**src/design/ptdcc_pkg.sv**
```systemverilog
package ptdcc_pkg;

  // ------------------------------------------------------------
  // Register indices (byte address = 4 * index)
  // ------------------------------------------------------------
  localparam logic [7:0] IDX_DEBUG = 8'h1E;
  localparam logic [7:0] IDX_SNAP_A_LO = 8'h22;
  localparam logic [7:0] IDX_SNAP_A_HI = 8'h23;
  localparam logic [7:0] IDX_SNAP_B_LO = 8'h24;
  localparam logic [7:0] IDX_SNAP_B_HI = 8'h25;
  localparam logic [7:0] IDX_SET_A_LO = 8'h28;
  localparam logic [7:0] IDX_SET_A_HI = 8'h29;
  localparam logic [7:0] IDX_CLR_A_LO = 8'h2A;
  localparam logic [7:0] IDX_CLR_A_HI = 8'h2B;
  localparam logic [7:0] IDX_SET_B_LO = 8'h2C;
  localparam logic [7:0] IDX_SET_B_HI = 8'h2D;
  localparam logic [7:0] IDX_CAP_CMD = 8'h30;
  localparam logic [7:0] IDX_STATUS = 8'h31;

  // ------------------------------------------------------------
  // Field positions
  // ------------------------------------------------------------
  localparam int DBG_RUN_BIT = 0;
  localparam int DBG_FAULT_BIT = 2;
  localparam int CMD_CAP_A_BIT = 0;
  localparam int CMD_CAP_B_BIT = 1;
  localparam int ST_HALT_BIT = 0;
  localparam int ST_FAULT_BIT = 1;
  localparam int ST_LOCK_A_BIT = 2;
  localparam int ST_LOCK_B_BIT = 3;
  localparam int ST_FLAG_A_BIT = 4;
  localparam int ST_FLAG_B_BIT = 5;

  // ------------------------------------------------------------
  // Reset values
  // ------------------------------------------------------------
  localparam logic [7:0] DEBUG_RESET = 8'h00;
  localparam logic [15:0] VALUE_RESET = 16'h0000;

endpackage

```
**src/design/ptdcc_top.sv**
```systemverilog
// Function
// - Debug halt with run bit clear stops the timer and ignores events.
// - Run bit set keeps the timer running while the CPU is halted.
// - Fault select set: debug halt with run bit clear raises fault and sets both trigger flags.
// - Fault select clear: debug halt gives no fault indication.
// - Trigger A or software capture A records the counter for snapshot A.
// - Trigger B or software capture B records the counter for snapshot B.
// - Captures go to a buffer; snapshots load it on an update condition.
// - Loaded snapshot blocks new updates until its high byte is read.
// - Three thresholds compared with the counter each running cycle; set A and clear A drive waveform A.
// - Thresholds are 12-bit read/write, low/high byte pair, reset zero.
// - Snapshots are read-only 12-bit, upper bits read zero, reset zero.
module ptdcc_top import ptdcc_pkg::*; #(
  parameter int CNT_W = 12
) (
  // Clock and reset
  input wire logic clk,
  input wire logic reset_n,
  // AHB-Lite slave
  input wire logic hsel,
  input wire logic [31:0] haddr,
  input wire logic [1:0] htrans,
  input wire logic hwrite,
  input wire logic [2:0] hsize,
  input wire logic [31:0] hwdata,
  input wire logic hready,
  output logic [31:0] hrdata,
  output logic hreadyout,
  output logic hresp,
  // Timer core
  input wire logic [CNT_W-1:0] count_value,
  input wire logic update_cond,
  input wire logic debug_halted,
  input wire logic trig_a_event,
  input wire logic trig_b_event,
  output logic timer_run,
  output logic fault_out,
  output logic trig_flag_a,
  output logic trig_flag_b,
  // Comparators and waveform
  output logic match_set_a,
  output logic match_clr_a,
  output logic match_set_b,
  output logic wave_a
);

  typedef struct packed {
    logic [7:0] wr_idx;
    logic wr_pend;
    logic [7:0] rdata;
    logic run_halted;
    logic fault_sel;
    logic [CNT_W-1:0] set_a;
    logic [CNT_W-1:0] clr_a;
    logic [CNT_W-1:0] set_b;
    logic flag_a;
    logic flag_b;
    logic fault;
    logic m_set_a;
    logic m_clr_a;
    logic m_set_b;
    logic wave_a;
  } ptdcc_regs_t;

  ptdcc_regs_t r;
  ptdcc_regs_t next_r;

  // ------------------------------------------------------------
  // Bus decode
  // ------------------------------------------------------------
  logic addr_ok;
  logic rd_req;
  logic wr_req;
  logic [7:0] idx;
  logic [7:0] rd_byte;
  logic halt;
  logic running;
  logic rel_a;
  logic rel_b;
  logic sw_cap_a;
  logic sw_cap_b;
  logic cap_a;
  logic cap_b;
  logic wr_cmd;
  logic [CNT_W-1:0] snap_a;
  logic [CNT_W-1:0] snap_b;
  logic lock_a;
  logic lock_b;

  // Only word-aligned addresses inside the first 1 KiB are mapped
  assign addr_ok = hsel & htrans[1] & hready & (haddr[1:0] == 2'h0)
                   & (haddr[31:10] == 22'h000000);
  assign idx = haddr[9:2];
  assign rd_req = addr_ok & ~hwrite;
  assign wr_req = addr_ok & hwrite;

  // ------------------------------------------------------------
  // Debug halt
  // ------------------------------------------------------------
  // halt qualifier
  assign halt = debug_halted & ~r.run_halted;
  assign running = ~halt;
  assign timer_run = running;

  // ------------------------------------------------------------
  // Capture paths
  // ------------------------------------------------------------
  assign wr_cmd = r.wr_pend & (r.wr_idx == IDX_CAP_CMD);
  assign sw_cap_a = wr_cmd & hwdata[CMD_CAP_A_BIT];
  assign sw_cap_b = wr_cmd & hwdata[CMD_CAP_B_BIT];
  assign cap_a = (trig_a_event & running) | sw_cap_a;
  assign cap_b = (trig_b_event & running) | sw_cap_b;
  assign rel_a = rd_req & (idx == IDX_SNAP_A_HI);
  assign rel_b = rd_req & (idx == IDX_SNAP_B_HI);

  ptdcc_snapshot #(.CNT_W(CNT_W)) u_snap_a (
    .clk(clk),
    .reset_n(reset_n),
    .count_value(count_value),
    .capture(cap_a),
    .update_cond(update_cond),
    .release_lock(rel_a),
    .snap_value(snap_a),
    .snap_locked(lock_a)
  );

  ptdcc_snapshot #(.CNT_W(CNT_W)) u_snap_b (
    .clk(clk),
    .reset_n(reset_n),
    .count_value(count_value),
    .capture(cap_b),
    .update_cond(update_cond),
    .release_lock(rel_b),
    .snap_value(snap_b),
    .snap_locked(lock_b)
  );

  // ------------------------------------------------------------
  // Read mux
  // ------------------------------------------------------------
  function automatic logic [7:0] byte_of(logic [CNT_W-1:0] v, logic hi);
    logic [15:0] w;
    w = VALUE_RESET | 16'(v);
    return hi ? w[15:8] : w[7:0];
  endfunction

  always_comb begin
    case (idx)
      IDX_DEBUG: begin
        rd_byte = DEBUG_RESET;
        rd_byte[DBG_RUN_BIT] = r.run_halted;
        rd_byte[DBG_FAULT_BIT] = r.fault_sel;
      end
      IDX_SNAP_A_LO: rd_byte = byte_of(snap_a, 1'b0);
      IDX_SNAP_A_HI: rd_byte = byte_of(snap_a, 1'b1);
      IDX_SNAP_B_LO: rd_byte = byte_of(snap_b, 1'b0);
      IDX_SNAP_B_HI: rd_byte = byte_of(snap_b, 1'b1);
      IDX_SET_A_LO: rd_byte = byte_of(r.set_a, 1'b0);
      IDX_SET_A_HI: rd_byte = byte_of(r.set_a, 1'b1);
      IDX_CLR_A_LO: rd_byte = byte_of(r.clr_a, 1'b0);
      IDX_CLR_A_HI: rd_byte = byte_of(r.clr_a, 1'b1);
      IDX_SET_B_LO: rd_byte = byte_of(r.set_b, 1'b0);
      IDX_SET_B_HI: rd_byte = byte_of(r.set_b, 1'b1);
      IDX_STATUS: begin
        rd_byte = 8'h00;
        rd_byte[ST_HALT_BIT] = halt;
        rd_byte[ST_FAULT_BIT] = r.fault;
        rd_byte[ST_LOCK_A_BIT] = lock_a;
        rd_byte[ST_LOCK_B_BIT] = lock_b;
        rd_byte[ST_FLAG_A_BIT] = r.flag_a;
        rd_byte[ST_FLAG_B_BIT] = r.flag_b;
      end
      // Unmapped and write-only locations read as zero
      default: rd_byte = 8'h00;
    endcase
  end

  // ------------------------------------------------------------
  // Next-state logic
  // ------------------------------------------------------------
  always_comb begin
    next_r = r;
    if (rd_req) begin
      next_r.rdata = rd_byte;
    end
    next_r.wr_pend = wr_req;
    if (wr_req) begin
      next_r.wr_idx = idx;
    end
    if (r.wr_pend) begin
      case (r.wr_idx)
        IDX_DEBUG: begin
          next_r.run_halted = hwdata[DBG_RUN_BIT];
          next_r.fault_sel = hwdata[DBG_FAULT_BIT];
        end
        IDX_SET_A_LO: next_r.set_a[7:0] = hwdata[7:0];
        IDX_SET_A_HI: next_r.set_a[CNT_W-1:8] = hwdata[CNT_W-9:0];
        IDX_CLR_A_LO: next_r.clr_a[7:0] = hwdata[7:0];
        IDX_CLR_A_HI: next_r.clr_a[CNT_W-1:8] = hwdata[CNT_W-9:0];
        IDX_SET_B_LO: next_r.set_b[7:0] = hwdata[7:0];
        IDX_SET_B_HI: next_r.set_b[CNT_W-1:8] = hwdata[CNT_W-9:0];
        IDX_STATUS: begin
          // Write one to clear; a fresh set below still wins
          if (hwdata[ST_FLAG_A_BIT]) begin
            next_r.flag_a = 1'b0;
          end
          if (hwdata[ST_FLAG_B_BIT]) begin
            next_r.flag_b = 1'b0;
          end
        end
        default: begin
        end
      endcase
    end
    next_r.fault = halt & r.fault_sel;
    if (halt & r.fault_sel) begin
      next_r.flag_a = 1'b1;
      next_r.flag_b = 1'b1;
    end
    next_r.m_set_a = running & (count_value == r.set_a);
    next_r.m_clr_a = running & (count_value == r.clr_a);
    next_r.m_set_b = running & (count_value == r.set_b);
    // Set has priority when both thresholds are equal
    if (r.m_set_a) begin
      next_r.wave_a = 1'b1;
    end else if (r.m_clr_a) begin
      next_r.wave_a = 1'b0;
    end
  end

  always_ff @(posedge clk or negedge reset_n) begin
    if (!reset_n) begin
      r <= '0;
    end else begin
      r <= next_r;
    end
  end

  // ------------------------------------------------------------
  // Outputs
  // ------------------------------------------------------------
  assign hrdata = 32'(r.rdata);
  // Zero-wait slave: every transfer completes with OKAY
  assign hreadyout = 1'b1;
  assign hresp = 1'b0;
  assign fault_out = r.fault;
  assign trig_flag_a = r.flag_a;
  assign trig_flag_b = r.flag_b;
  assign match_set_a = r.m_set_a;
  assign match_clr_a = r.m_clr_a;
  assign match_set_b = r.m_set_b;
  assign wave_a = r.wave_a;
endmodule // ptdcc_top

```
**src/design/ptdcc_snapshot.sv**
```systemverilog
// Two-level capture path: first buffer, then software-visible snapshot
// that stays locked until its high byte has been read.
module ptdcc_snapshot import ptdcc_pkg::*; #(
  parameter int CNT_W = 12
) (
  // Clock and reset
  input wire logic clk,
  input wire logic reset_n,
  // Capture side
  input wire logic [CNT_W-1:0] count_value,
  input wire logic capture,
  input wire logic update_cond,
  input wire logic release_lock,
  // Software side
  output logic [CNT_W-1:0] snap_value,
  output logic snap_locked
);

  typedef struct packed {
    logic [CNT_W-1:0] buf_val;
    logic pending;
    logic [CNT_W-1:0] snap;
    logic locked;
  } ptdcc_snap_t;

  ptdcc_snap_t r;
  ptdcc_snap_t next_r;
  logic load;

  always_comb begin
    next_r = r;
    if (capture) begin
      next_r.buf_val = count_value;
      next_r.pending = 1'b1;
    end
    load = r.pending & update_cond & ~r.locked;
    if (load) begin
      next_r.snap = r.buf_val;
      next_r.locked = 1'b1;
      next_r.pending = capture;
    end else if (release_lock) begin
      next_r.locked = 1'b0;
    end
  end

  always_ff @(posedge clk or negedge reset_n) begin
    if (!reset_n) begin
      r <= '0;
    end else begin
      r <= next_r;
    end
  end

  assign snap_value = r.snap;
  assign snap_locked = r.locked;
endmodule // ptdcc_snapshot

```
**config.mk**
```make
export PLATFORM = sky130hd
export DESIGN_NAME = ptdcc_top
export DESIGN_NICKNAME = d
export VERILOG_FILES = /design/src/design/ptdcc_pkg.sv /design/src/design/ptdcc_top.sv /design/src/design/ptdcc_snapshot.sv
export SDC_FILE = /design/constraint.sdc
export NUM_CORES = 1
export LEC_CHECK = 0
export BUFFER_PORTS_ARGS = -buffer_cell sky130_fd_sc_hd__buf_2
export CAP_MARGIN = 5
export CORE_MARGIN = 3
export CORE_UTILIZATION = 41
export CTS_CLUSTER_SIZE = 14
export DETAILED_ROUTE_END_ITERATION = 16
export GPL_ROUTABILITY_DRIVEN = 1
export PLACE_DENSITY = 0.62
export SYNTH_ARGS = -nofsm -noshare
export SYNTH_HDL_FRONTEND = slang
export SYNTH_SLANG_ARGS = --single-unit
export TNS_END_PERCENT = 10
```
**constraint.sdc**
```tcl
create_clock -name clk -period 2.3 [get_ports clk]
set_clock_uncertainty 0.05 [all_clocks]
set_input_delay 0.23 -clock clk [delete_from_list [all_inputs] [get_ports clk]]
set_output_delay 0.23 -clock clk [all_outputs]
set_load 0.005 [all_outputs]
```
==> results of run 1 <==
==> kinds of logic (layout without fill, tap and decap cells) <==
family,count (synthesis),in the layout
xor+xnor,36,36
buf+inv,59,137
simple gates,107,107
compound gates,48,48
flops,114,114
mux,111,111
other cells,2,27
==> placed cells by master (no fill, tap or decap), types with 5 or more instances in the layout <==
| cell type | n |
|---|---|
| xor2_1 | 15 |
| o21ai_0 | 7 |
| nand4_1 | 10 |
| clkbuf_16 | 17 |
| a21o_1 | 5 |
| xnor2_1 | 21 |
| nor4_2 | 5 |
| dfrtp_1 | 114 |
| clkbuf_1 | 5 |
| inv_1 | 7 |
| nand3_1 | 7 |
| mux2_2 | 99 |
| nand2b_1 | 7 |
| nor4_1 | 10 |
| conb_1 | 26 |
| buf_2 | 76 |
| nor2_1 | 13 |
| nand2_1 | 14 |
| buf_4 | 19 |
| mux2i_1 | 10 |
| a21oi_1 | 9 |
==> worst reg2reg max path: cells and delay by family (launching register included) <==
| kind | cells | cell delay (ps) |
|---|---|---|
| AOI/OAI and AO/OA | 1 | 200 |
| muxes | 1 | 340 |
| DFF | 1 | 390 |
| buffers and inverters | 1 | 160 |
| and+or+nand+nor | 3 | 890 |
==> area by class of cell <==
type	count	area, um^2	share of cell area
antenna	1	2.50	0.000354
clock inverter	5	75.1	0.0106
tap	180	225	0.0319
timing repair buffer	99	593	0.0840
inverter	7	26.3	0.00372
multi-input combinational	328	2790	0.395
clock buffer	26	499	0.0707
sequential	114	2850	0.404
==> metrics by stage <==
step                power, mW  instances  area [um^2]  hold slack [ps]
finish                   5.89        760         7060             35.4
global route             6.15        759         7060             33.9
CTS                      5.94        759         7060             26.2
detailed placement       3.36        727         6480              316
global placement         3.32        727         6480              306
floorplan                3.03        501         6000             -116
==> registers in the layout, indices dropped and copies added, names as in the netlist, 8 cells and up <==
register	count
u_snap_b.r	13
u_snap_a.r	13
u_snap_a.snap_value	12
u_snap_b.snap_value	12
hrdata	8
r	47
==> synthesized netlist by cell type, drive strengths merged, types with 4 or more instances <==
cell type    n
dfrtp      114
mux2        99
buf         43
xnor2       21
nor4        18
xor2        15
nand2       14
nor2        13
nand4       11
mux2i       10
a21oi        9
clkbuf       9
inv          7
nand2b       7
nand3        7
o21ai        7
a221oi       6
a21o         5
nor3         5
a22oi        4
nand3b       4
==> routing by layer <==
layer  wire length, um  global-route usage  vias up
li1                  -                   -     1873
met1              7010               0.280     2098
met2              6950               0.301      152
met3              1070              0.0517       27
met4               403              0.0864        0
met5                 0                   0        -
==> report_power, final <==
| part | internal [mW] | switching, mW |
|---|---|---|
| logic | 0.429 | 0.362 |
| registers | 2.33 | 0.207 |
| clock network | 1.69 | 0.873 |
| total | 4.45 | 1.44 |
==> final timing paths <==
path / end / slack (ps) / depth (start not counted)
max in group asynchronous: u_snap_a.r[18] / 1330 / 3
min in group asynchronous: u_snap_b.r[17] / 300 / 3
setup reg to reg: u_snap_a.r[18] / 150 / 6
setup / recovery: u_snap_a.r[18] / 150 / 6
hold reg to reg: wave_a / 400 / 1
hold / removal: r[35] / 40 / 2
==> what timing repair did <==
item | 4_1_cts | 5_1_grt
buffers inserted | 0 | 0
hold buffers | 1 | 0
endpoints found under the setup margin | 0 | 0
endpoints found under the hold margin | 114 | 0
==> results.cfg, run 1 <==
[status]
status = finished, final reports clean

[synthesis]
combinational_family_with_the_most_area_after_synthesis = multiplexers
asyncSetResetFlopFracSynth = 1.00
synth-adder-area-share = 0
synth_seq_cells = 114
synth.lib_cells_used.distinct = 62
synth_flop_cell = dfrtp_1
synth_compound_gate_area_share = 0.0597
yosys.area_share.xor_xnor = 0.0533
syn_area_um2 = 5910
postSynthAreaPerCell_um2 = 12.4
netlist_top_cells_area = dfrtp_1, mux2_2, buf_4
synth.largest_area_cell = dfrtp_1
synth-edff-count = 0
post_synth_and_or_nand_nor_area_fraction = 0.129
synth_mux_area_frac = 0.213
synth_cells = 477
synth.yosys.seq_area_share = 0.482
synth_top_area_share = 0.482
ys.warnings.count = 0

[setup_path]
crit_reg_reg_startpoint = r[60]
cp_num_buf_inv = 1
timing_worst_setup_path_type = reg -> reg
critical_path.startpoint = r[60]
start_kind = register
worstPathCellList = nand4bb_4 -> nor4_2 -> and2_1 -> a22o_1 -> buf_12 -> mux2_2
max_stage_delay_on_crit_path_ps = 390
worst-path-max-fanout = 13
worst_path_max_delay_cell = dfrtp_1
worstSetupEndpointType = register
cp_data_required_time_ps = 2560
cp_data_arrival_time_ps = 2410
critical_path.top_delay_family = simple AND/OR/NAND/NOR gates

[placement]
gp_congestion = 0.921
port_buffers = 77
dp.final_hpwl_um = 11300
post_placement_setup_slack_ps = 180

[detailed_routing]
wire_per_inst_um = 20.3
drtPass1Iterations = 4
drt_iter0_drc = 352
viasPerCell = 5.46
routed_wl_um = 15400
antenna_left = 0
remaining_drc_errors = 0
vias = 4150

[finish]
drive_gt1_frac = 0.421
synthToLayoutAreaGrowth_pct = 19.4
filler_cell_count = 1277
nNetsFinal = 657
layout.core_utilization = 0.505

[timing]
fin_setup_tns_ps = 0
finalHoldViolCount = 0
tightestPinTransition_ps = 1010
final-max-slew-violation-count = 0
rsz0062_at_grt = no
final_min_period_over_clock_period = 0.935
slew-limit-headroom = 0.323
period_needed_ps = 2150
final_critical_path_setup_slack_ps = 150
achievable-frequency_ghz = 0.465
finalSetupViolCount = 0

[die]
placementRows = 43
die_height_um = 126
design.die.area_um2 = 15900
die-width_um = 126
io_pins = 132
initial_core_util = 0.423
placeableCoreArea_um2 = 14000

[power_and_ir_drop]
vdd.ir_drop.worst_mv = 0.501
power.density_cell_area_nw_per_um2 = 834
power_leakage_nw = 3.18

[global_routing]
gr-total-overflow = 0
grt_util_all_layers = 0.202
largest_net_degree_at_the_start_of_global_routing = 115
first_pass_grt_wire_length_um = 24100
grt_pass1_vias = 4180
antenna_found_initial = 0

[cts]
resized_after_cts = 0
clockBufferDepth = 2
clk_pin_slew_ps = 50
cts.htree.levels = 4
worst_skew_pair.late_latency_ps = 430
cts.sink_count = 114
cts-root-buf = clkbuf_16
cts_buffers = 17
cts_tree = yes

[flow_run]
max_cap_violations = 0

[min_path]
min_from = hwdata[4]
min-delay-path-class = in -> reg
Note: power is estimated with default switching activity, not from simulation.
==> run 2: changes to the inputs <==
clock period = 2.11 ns   (was 2.3 ns; I/O delays follow)
==> run 2 against run 1 <==
Against the previous run: clock power increased by 5%; non-clock buffer count increased by 10; setup slack got worse by 36 ps; first-iteration DRC count increased by 8.2%; combinational power increased by 11%; register-to-register slack got worse by 40 ps; sequential power increased by 8.7%; power increased by 7.2%; wire length decreased by 0.47%; critical path depth unchanged; maximum frequency increased by 7.7%.
==> results.cfg, run 2 (same netlist as run 1, synthesis figures left out) <==
[cts]
cts.sink_count = 114
cts.htree.levels = 4
clockBufferDepth = 2
cts_tree = yes
worst_skew_pair.late_latency_ps = 410
clk_pin_slew_ps = 50
cts_buffers = 17
cts-root-buf = clkbuf_16

[setup_path]
worstSetupEndpointType = register
worst_path_max_delay_cell = dfrtp_1
worstPathCellList = nand4bb_4 -> nor4_2 -> and2_4 -> a22o_1 -> buf_12 -> mux2_2
cp_data_required_time_ps = 2350
max_stage_delay_on_crit_path_ps = 400
timing_worst_setup_path_type = reg -> reg
worst-path-max-fanout = 13
start_kind = register
cp_data_arrival_time_ps = 2240

[status]
status = finished, final reports clean

[die]
die_height_um = 126
initial_core_util = 0.423
placementRows = 43
design.die.area_um2 = 15900
die-width_um = 126
io_pins = 132
placeableCoreArea_um2 = 14000

[timing]
final-max-slew-violation-count = 0
slew-limit-headroom = 0.335
fin_setup_tns_ps = 0
tightestPinTransition_ps = 989
final_min_period_over_clock_period = 0.946
final_critical_path_setup_slack_ps = 114
finalHoldViolCount = 0
rsz0062_at_grt = no
achievable-frequency_ghz = 0.501
finalSetupViolCount = 0
period_needed_ps = 2000

[detailed_routing]
remaining_drc_errors = 0
wire_per_inst_um = 19.9
viasPerCell = 5.46
drtPass1Iterations = 7
drt_iter0_drc = 381
vias = 4208
routed_wl_um = 15400
antenna_left = 0

[finish]
top_register = r
drive_gt1_frac = 0.441
filler_cell_count = 1219
final_cell_mix = dfrtp_1, mux2_2, buf_2
final_common_cell = dfrtp_1
synthToLayoutAreaGrowth_pct = 21.1
antenna_cells = 0
top_regs = r x47, u_snap_a.r x13, u_snap_b.r x13
nNetsFinal = 667
largest_reg_flops = 47

[placement]
gp_congestion = 0.944
post_placement_setup_slack_ps = 64.6
port_buffers = 77
dp.final_hpwl_um = 11500

[global_routing]
grt_util_all_layers = 0.201
antenna_found_initial = 0
grt_pass1_vias = 4314
gr-total-overflow = 0
first_pass_grt_wire_length_um = 24400
largest_net_degree_at_the_start_of_global_routing = 104

[flow_run]
max_cap_violations = 0

[min_path]
min-delay-path-class = in -> reg

[power_and_ir_drop]
power_leakage_nw = 3.22
vdd.ir_drop.worst_mv = 0.602
power.density_cell_area_nw_per_um2 = 882
## run 2: cell count changes in the layout (fill, tap and decap cells not counted), moves of 2 or more
cell,before,now
buf_4,19,27
clkbuf_1,5,1
clkinvlp_4,0,3
clkinv_2,3,6
buf_12,3,5
## run 2: repair_timing
item	CTS	global route
hold buffers	1	0
buffers inserted	0	0
resized for setup	0	2
endpoints found under the hold margin	67	0
setup endpoints to repair	0	12
## run 2: area by class of cell
class,count,area (um^2),share of cell area
clock buffers,22,484,0.0676
clock inverters,10,82.6,0.0115
inverters,7,26.3,0.00367
multi-input cells,328,2800,0.391
flip-flops and latches,114,2850,0.398
well taps,180,225,0.0314
repair buffers,109,693,0.0968
## run 2: report_power, final
group	switching (mW)	internal [mW]	leakage, nW	total, mW
clock	0.969	1.73	0.277	2.69
combinational	0.392	0.483	1.52	0.875
sequential	0.210	2.54	1.42	2.75
## run 2: routing by layer
metal,part of all wire,global-route usage
met5,0,0
met4,0.014,0.0587
met3,0.068,0.0505
met2,0.47,0.305
met1,0.45,0.285
## run 2: critical path: cells and delay by family (launching register included)
family,cells,cell delay [ps]
AND/OR/NAND/NOR,3,750
flip-flops,1,400
multiplexers,1,340
AO/OA/AOI/OAI,1,170
buffers and inverters,1,160
## run 2: path summary, 6_finish.rpt
kind | endpoint | start | depth (start not counted) | slack, ps
setup / recovery | u_snap_a.r[21] | r[60] | 6 | 110
hold / removal | r[23] | hwdata[4] | 2 | 20
hold reg to reg | wave_a | match_set_a | 1 | 400
setup reg to reg | u_snap_a.r[21] | r[60] | 6 | 110
max in group asynchronous | u_snap_a.r[21] | reset_n | 3 | 1080
min in group asynchronous | u_snap_a.r[17] | reset_n | 2 | 130
## run 2: metrics by stage
step                total power [mW]  instance area, um^2  hold WS (ps)  cells   util
floorplan                       3.30                 6000          -135    501      -
global placement                3.63                 6580          10.8    737  0.470
detailed placement              3.67                 6580          15.8    737  0.470
CTS                             6.40                 7150         0.588    770  0.511
global route                    6.62                 7160          25.5    770  0.512
finish                          6.32                 7160          23.4    770  0.512
